[config.mk]
export PLATFORM = sky130hd
export DESIGN_NAME = slot_effect
export DESIGN_NICKNAME = d
export VERILOG_FILES = /design/src/rtl/hazard_pkg.sv /design/src/rtl/slot_effect.sv
export VERILOG_INCLUDE_DIRS = /design/src /design/src/rtl
export SDC_FILE = /design/constraint.sdc
export NUM_CORES = 1
export LEC_CHECK = 0
export ABC_AREA = 1
export CAP_MARGIN = 20
export CORE_AREA = 2 2 111 113
export DETAILED_ROUTE_END_ITERATION = 7
export DIE_AREA = 0 0 113 115
export DONT_BUFFER_PORTS = 1
export GPL_TIMING_DRIVEN = 1
export PLACE_DENSITY = 0.32
export RECOVER_POWER = 50
export SYNTH_ARGS = -nofsm -noshare
export SYNTH_HDL_FRONTEND = slang
export SYNTH_SLANG_ARGS = --single-unit
[constraint.sdc]
create_clock -name vclk -period 3.73
set_input_delay 0.746 -clock vclk [all_inputs]
set_output_delay 0.746 -clock vclk [all_outputs]
set_load 0.02 [all_outputs]
[src/rtl/hazard_cfg.svh]
`ifndef HAZARD_CFG_SVH
`define HAZARD_CFG_SVH

// ----------------------------------------------------------------------
// resource geometry
// ----------------------------------------------------------------------
`define PRED_COUNT       64
`define PRED_ZERO_IDX    0
`define PRED_LAST_IDX    63
`define OP_W             4
`define MODE_W           2
`define NAT_BIT_W        6
`define RES_ID_W         8
`define USER_NAT_RES_ID  8'h24

// ----------------------------------------------------------------------
// register port map
// ----------------------------------------------------------------------
`define REG_ADDR_W       4
`define REG_CTRL         4'h0
`define REG_STATUS       4'h4
`define REG_COUNT        4'h8
`define CTRL_ENABLE_BIT  0
`define CTRL_RESET       1'b1
`define STAT_LAST_BIT    0
`define STAT_STICKY_BIT  1
`define COUNT_W          16

`endif

[src/rtl/hazard_pkg.sv]
package hazard_pkg;

    // ------------------------------------------------------------------
    // decoded instruction class of one slot
    // ------------------------------------------------------------------
    typedef enum logic [3:0] {
        OP_OTHER          = 4'h0,
        OP_INT_COMPARE    = 4'h1,
        OP_WORD_COMPARE   = 4'h2,
        OP_BIT_TEST       = 4'h3,
        OP_NAT_TEST       = 4'h4,
        OP_FP_COMPARE     = 4'h5,
        OP_FP_RECIP       = 4'h6,
        OP_FP_RSQRT       = 4'h7,
        OP_FP_CLASS       = 4'h8,
        OP_FP_ARITH       = 4'h9,
        OP_SPILL_STORE    = 4'hA,
        OP_MOVE_TO_PRED   = 4'hB,
        OP_MOVE_FROM_PRED = 4'hC,
        OP_BRANCH         = 4'hD,
        OP_LOOP_BRANCH    = 4'hE,
        OP_MOVE_TO_APP    = 4'hF
    } op_t;

    // compare completer family
    typedef enum logic [1:0] {
        CMP_PLAIN = 2'h0,
        CMP_AND   = 2'h1,
        CMP_OR    = 2'h2
    } cmp_mode_t;

endpackage : hazard_pkg

[src/rtl/slot_effect.sv]
`timescale 1ns/10ps
`include "hazard_cfg.svh"

module slot_effect
    import hazard_pkg::*;
#(
    parameter int RES_W = `RES_ID_W
)(
    input  wire logic                     valid,
    input  wire logic                     qual,
    input  wire op_t                      op,
    input  wire cmp_mode_t                cmpMode,
    input  wire logic [`PRED_COUNT-1:0]   predWrite,
    input  wire logic [`PRED_COUNT-1:0]   predRead,
    input  wire logic                     resWrite,
    input  wire logic [RES_W-1:0]         resId,
    output logic                          active,
    output logic                          isCompare,
    output cmp_mode_t                     mode,
    output logic [`PRED_COUNT-1:0]        effWrite,
    output logic [`PRED_COUNT-1:0]        effRead,
    output logic                          effRes,
    output logic                          spill,
    output logic                          natMove,
    output logic                          readsLast,
    output logic                          loopWritesLast
);

    logic loop;

    // ------------------------------------------------------------------
    // effective read and write sets of one slot
    // ------------------------------------------------------------------
    always_comb
    begin
        loop = (op == OP_LOOP_BRANCH);
        // loop branches act even when their predicate is false
        active = valid && (qual || loop);
        unique case (op)
            OP_INT_COMPARE, OP_WORD_COMPARE, OP_BIT_TEST, OP_NAT_TEST,
            OP_FP_COMPARE, OP_FP_RECIP, OP_FP_RSQRT, OP_FP_CLASS:
                isCompare = active;
            default:
                isCompare = 1'b0;
        endcase
        mode = cmpMode;
        effWrite = active ? predWrite : '0;   // mask only
        if (active && loop)
            effWrite[`PRED_LAST_IDX] = 1'b1;
        // writes to the zero predicate vanish
        effWrite[`PRED_ZERO_IDX] = 1'b0;
        effRead = !active ? '0 :
                  (op == OP_MOVE_FROM_PRED) ? '1 : predRead;
        // the zero predicate is a constant one, never a hazard
        effRead[`PRED_ZERO_IDX] = 1'b0;
        effRes = active && resWrite;
        spill = active && (op == OP_SPILL_STORE);
        natMove = effRes && (op == OP_MOVE_TO_APP)
                  && (resId == RES_W'(`USER_NAT_RES_ID));
        readsLast = effRead[`PRED_LAST_IDX]
                    && (op == OP_BRANCH || loop);
        loopWritesLast = active && loop;
    end

endmodule : slot_effect

Yosys cells after proc, flatten, opt, wreduce, memory -nomap -nowiden

Cells that the tools add are included.

Register bits after elaboration: 0
Input port bits: 145
Output and inout bits: 137

Eq/ne operators: 14
Mux-type cells: 5
Reductions and logical operators: 10

Operators with widths:

| cell               | number |
|---|---|
| $mux 64            | 3 |
| $eq 4x4->1 const B | 6 |
| $eq 4x3->1 const B | 4 |
| $eq 4x2->1 const B | 2 |
| $eq 8x6->1 const B | 1 |
| $reduce_or 8->1    | 1 |
| $logic_and 1x1->1  | 7 |
| $eq 4x1->1 const B | 1 |
| $logic_or 1x1->1   | 2 |
| $mux 1             | 2 |

Depth between registers and ports, before layout

Gate-level depths: netlist (run 1).

Depth after elaboration: 6
Depth in mapped cells: 8

Worst setup path before layout (run 1)

OpenSTA, ideal clock, no wires.

Path type: input-to-output
From: input op[1]
To: output effRead[23]
Arrival: 1.663 ns
Required time: 2.984 ns
Slack: 1.321 ns
Stages on the path: 8
Buffers on the path: 2
Cell sequence: inv_2 nor2_2 nand3_4 nand2_4 inv_2 buf_6 buf_6 nor2_2

Cells in the longest elaborated chain, start to end: 4

RTL lines:

| element            | RTL line          | source |
|---|---|---|
| start: declaration | slot_effect.sv:11 | `input wire op_t op,` |
| $eq 4x4->1         | slot_effect.sv:36 | `loop = (op == OP_LOOP_BRANCH);` |
| $logic_or 1x1->1   | slot_effect.sv:38 | `active = valid && (qual \|\| loop);` |
| $logic_and 1x1->1  | slot_effect.sv:38 |  |
| named net active   | slot_effect.sv:17 | `output logic active,` |
| $mux 64            | slot_effect.sv:52 | `effRead = !active ? '0 :` |
| end: declaration   | slot_effect.sv:21 | `` output logic [`PRED_COUNT-1:0] effRead, `` |

The timed path passes the listed nets, and every way through them passes these cells.

Worst setup path in the final report (run 1)

From: input op[1]
To: output effRead[21]

Same word-level chain as after synthesis.

==> results of run 1 <==
-- routing by layer --
layer / part of all wire / up-vias / global-route usage
li1: - / 817 / -
met5: 0 / - / 0
met2: 0.54 / 157 / 0.1273
met1: 0.34 / 704 / 0.06382
met4: 0.0036 / 0 / 0.0008130
met3: 0.12 / 6 / 0.006326
-- final cells by class --
class,instances,area (sq um),area share
timing repair buffer,2,40.04,0.02735
multi-input combinational,218,955.9,0.6530
inverter,75,284.0,0.1940
tap,147,183.9,0.1256
-- final timing paths --
| kind | cells past startpoint | from | end | slack (ns) |
|---|---|---|---|---|
| setup / recovery | 7 | op[1] | effRead[21] | 0.50 |
| hold / removal | 0 | cmpMode[1] | mode[1] | 1.49 |
-- report_power, final --
part / internal, W / switching (W)
Combinational: 0.0000420 / 0.000178
Sequential: 0 / 0
Clock: 0 / 0
-- stage by stage --
| step | hold WS, ns | instance area [sq um] |
|---|---|---|
| 6_report | 1.492 | 1464 |
| 5_1_grt | 1.492 | 1464 |
| 4_1_cts | 1.492 | 1474 |
| 3_5_place_dp | 1.492 | 1474 |
| 3_3_place_gp | 1.492 | 1474 |
| 2_1_floorplan | 1.605 | 1399 |
-- kinds of logic (layout without fill, tap and decap cells) --
| group | Yosys count | count (layout) |
|---|---|---|
| AND/OR/NAND/NOR | 214 | 214 |
| buffers and inverters | 98 | 77 |
| AO/OA/AOI/OAI | 2 | 2 |
| other | 1 | 2 |
-- layout by cell type (no fill, tap or decap) --
cell type / n
or2_2: 1
o21bai_1: 1
nand2_1: 12
nand3_4: 1
conb_1: 2
inv_4: 1
inv_2: 2
nor2_1: 154
inv_1: 72
nand4_1: 1
o21ai_0: 1
nand3_1: 3
nor2_4: 1
nand2_2: 1
nor2_2: 40
buf_12: 2
==> metrics.txt, run 1 <==
largest net degree at the start of global routing 70; DRC viols 20; pins over their slew limit 0; failing checks DRC; Synth area leader nor2_1; 1st-iter DRT viols 70; Final Util 0.1239; unrepaired setup endpoints after global routing no; post-synth cell types 20; Max Fanout on Critical Path 69; xor/xnor share of the synthesized area 0; Detail Route Antenna Nets 0; # Post-CTS Setup Buffers 0; Starting Density 0.1181; ratio of cells with drive above 1 in the final layout 0.1661; pre-CTS WS 0.7285 ns; Synth warnings 0; total die area 0.01300 sq mm; final clock period utilization by the worst path 0.8665; Routed WL 5.042 mm; FMAX 309.4 MHz; Post-Synth Adder-Cell Area 0; total number of vias 1684; number of fill cells 1382; FF+latch area 0 sq um; initial antenna violation count 0; DP Cell Count 442; endpoints failing hold 0; top cells by count, synth nor2_1 (153), inv_1 (72), nor2_2 (41), nand2_1 (11), buf_2 (10); Simple-Gate Fraction of Synth Area 0.6780; drt pass-1 iters 6; most used cell, CP nor2_1; post-detail-place hpwl 4.362 mm; Seq cells 0; WL per Instance 11.41 um; number of diodes 0; Max IR drop VDD 29.17 uV; worst min path class primary input to primary output; Fin Setup TNS 0 ns; Avg Cell Area, Syn 4.429 sq um; Layout Nets 442; Power Dens Cells 150.2 mW/mm^2; cts repair resizes 0; Crit-path slowest cell nand2_1; vias in the first global route 1262; Crit path buffers/inverters 3; Crit Path Class primary input to primary output; row cnt 40; largest family of logic cells by synthesized area simple AND/OR/NAND/NOR gates; area share of the leading cell type in the synthesized netlist 0.4117; Worst-Margin Slew 0.6418 ns; mapped cell area 0.001395 sq mm; final RePlAce weighted congestion 0.6948; delay-heaviest family, CP simple AND/OR/NAND/NOR gates; synthesized instance count 315; CP arrival 2.49 ns; I/O Buffers 0; GR Overflow Total 0; Min Clock Period, post-route 3.232 ns; Die X 113 um; Vias per Instance 3.810; CP peak stage delay 0.36 ns; Max-Cap Viols 0; Lkg Pwr 0.8564 nW; Worst Setup End Kind primary output; io pins 282; Overall Power 0.0002199 W; final setup fails 0; Slew HR 0.5721; Synth Area in Compound Gates 0.008969; hold_buf cts 0; count leader, synth nor2_1; Area contributors post-synth nor2_1 (41%), inv_1 (19%), nor2_2 (18%), buf_6 (4.0%), buf_2 (3.6%); final std cells w/o fill 442; CP startpoint kind primary input; register area share after synthesis 0; worst-path cell chain inv_2, nor2_1, nand3_4, nand2_1, inv_4, buf_12, nor2_1; status finished, violations left; worst setup margin 0.4980 ns; Die Ht 115 um; core area 0.01181 sq mm; clkbuf count 0; mux contribution to synthesized area 0; GRT Total Usage 0.05889; first-pass GRT wire length 6.196 mm; Critical Path RT 2.98 ns; P&R area growth vs syn 4.932%
Note: power is estimated with default switching activity, not from simulation.
==> run 2: changes to the inputs <==
Settings changed: CORE_AREA 2 2 111 113 to 2 2 109 111, DIE_AREA 0 0 113 115 to 0 0 111 113, PLACE_DENSITY 0.32 to 0.33.
==> run 2 against run 1 <==
Net effect:
- the flow now finishes without violations
- critical path depth stayed put
- via count fell by 2.7%
- setup slack gained 0.018 ns
- total power is 1.7% lower
- sequential share of layout area is the same
- global-route usage fell by 0.94 points
==> metrics.txt, run 2 (synthesis results as in run 1) <==
status complete, no violations; most used cell, CP nor2_1; worst-path cell chain inv_1, nor2_1, nand3_4, nand2_1, inv_4, buf_12, nor2_1; total die area 0.01254 sq mm (-3.5%); Worst Setup End Kind primary output; # Post-CTS Setup Buffers 0 (unchanged); DRC viols 0 (-100%); Overall Power 0.0002162 W (-1.7%); CP startpoint kind primary input; Min Clock Period, post-route 3.214 ns (-0.01825 ns); Hold Path Cell Cnt 0 (unchanged); core area 0.01127 sq mm (-4.6%); Fin Setup TNS 0 ns (unchanged); area of the multi-input gates 955.9 sq um (unchanged); Worst Hold Launch cmpMode[1]; clkbuf count 0 (unchanged); Detail Route Antenna Nets 0 (unchanged); commonest non-fill, non-tap cell in the layout nor2_1; Seq cells 0 (unchanged); FMAX 311.2 MHz (+0.57%); worst min path class primary input to primary output; post-detail-place hpwl 3.844 mm (-12%); Vias per Instance 3.742 (-1.8%); GR Overflow Total 0 (unchanged); Worst-Margin Slew 0.5674 ns (-0.07439 ns); Power Dens Cells 149.5 mW/mm^2 (-0.49%); Critical Path RT 2.98 ns (about the same); Die X 111 um (-1.8%); Crit path buffers/inverters 3 (unchanged); CP arrival 2.47 ns (-0.02 ns); I/O Buffers 0 (unchanged); 1st-iter DRT viols 38 (-46%); total number of vias 1639 (-2.7%); Max IR drop VDD 60.68 uV (+110%); Routed WL 4.336 mm (-14%); DP Cell Count 438 (-0.90%); CP peak stage delay 0.37 ns (about the same); Max Fanout on Critical Path 64 (-7.2%); met1 Track Usage GR 0.05566 (-0.008160); final RePlAce weighted congestion 0.8356 (+20%); largest net degree at the start of global routing 65 (-7.1%); Final Util 0.1283 (+0.004375); GRT met3 Usage 0.002142 (-0.004183); first-pass GRT wire length 5.382 mm (-13%); number of fill cells 1327 (-4.0%); Lkg Pwr 0.8545 nW (-0.21%); Max-Cap Viols 0 (unchanged); drt pass-1 iters 4 (-2); vias in the first global route 1132 (-10%); pins over their slew limit 0 (unchanged); hold_buf cts 0 (unchanged); final std cells w/o fill 438 (-0.90%); WP depth 7 (unchanged); Crit-path slowest cell nor2_1; final setup fails 0 (unchanged); Crit Path Class primary input to primary output; initial antenna violation count 0 (unchanged); P&R area growth vs syn 3.677%; CP Launch Point op[1]; FF+latch area 0 sq um (unchanged); most used routing layer met2; endpoints failing hold 0 (unchanged); row cnt 39 (-2.5%); io pins 282 (unchanged); met2 global-route usage 0.1059 (-0.02141); delay-heaviest family, CP simple AND/OR/NAND/NOR gates; Die Ht 113 um (-1.7%); ratio of cells with drive above 1 in the final layout 0.1627 (-0.003390); unrepaired setup endpoints after global routing no; WL per Instance 9.900 um (-13%); final clock period utilization by the worst path 0.8616 (-0.004892); number of diodes 0 (unchanged); Layout Nets 442 (unchanged); GRT Total Usage 0.04945 (-0.009442); Starting Density 0.1238 (+0.005651); Slew HR 0.6217 (+0.04959); cts repair resizes 0 (unchanged); most frequent cells in the layout nor2_1 (154), inv_1 (73), nor2_2 (40)
-- run 2: cell count changes in the layout (fill, tap and decap cells not counted) --
cell / delta
buf_12: -1
buf_4: +1
inv_1: +1
inv_2: -1
-- run 2: power breakdown --
part | leakage (nW) | internal, W | switching [W]
Sequential | 0 | 0 | 0
Combinational | 0.855 | 0.0000412 | 0.000175
Clock | 0 | 0 | 0
-- run 2: final cells by class --
cell class,count,share of cell area
timing repair buffer,2,0.01903
tap,143,0.1237
inverter,75,0.1964
multi-input combinational,218,0.6609
-- run 2: layer usage --
metal  part of all wire  vias to the layer above  wire (um)
met5                  0                        -          0
met3               0.10                        2        441
li1                   -                      813          -
met4             0.0046                        0         20
met2               0.55                      147       2382
met1               0.34                      677       1491
-- run 2: final timing paths --
path / end / slack [ns]
worst max-delay path: effRead[20] / 0.52
worst min-delay path: mode[1] / 1.49
-- run 2: through the flow --
| stage | hold slack [ns] | worst slack (ns) | area, sq um |
|---|---|---|---|
| after floorplan | 1.605 | 1.321 | 1399 |
| after global placement | 1.492 | 0.8186 | 1456 |
| after detailed placement | 1.492 | 0.7884 | 1456 |
| after CTS | 1.492 | 0.7882 | 1456 |
| after global routing | 1.492 | 0.3960 | 1446 |
| final | 1.492 | 0.5163 | 1446 |
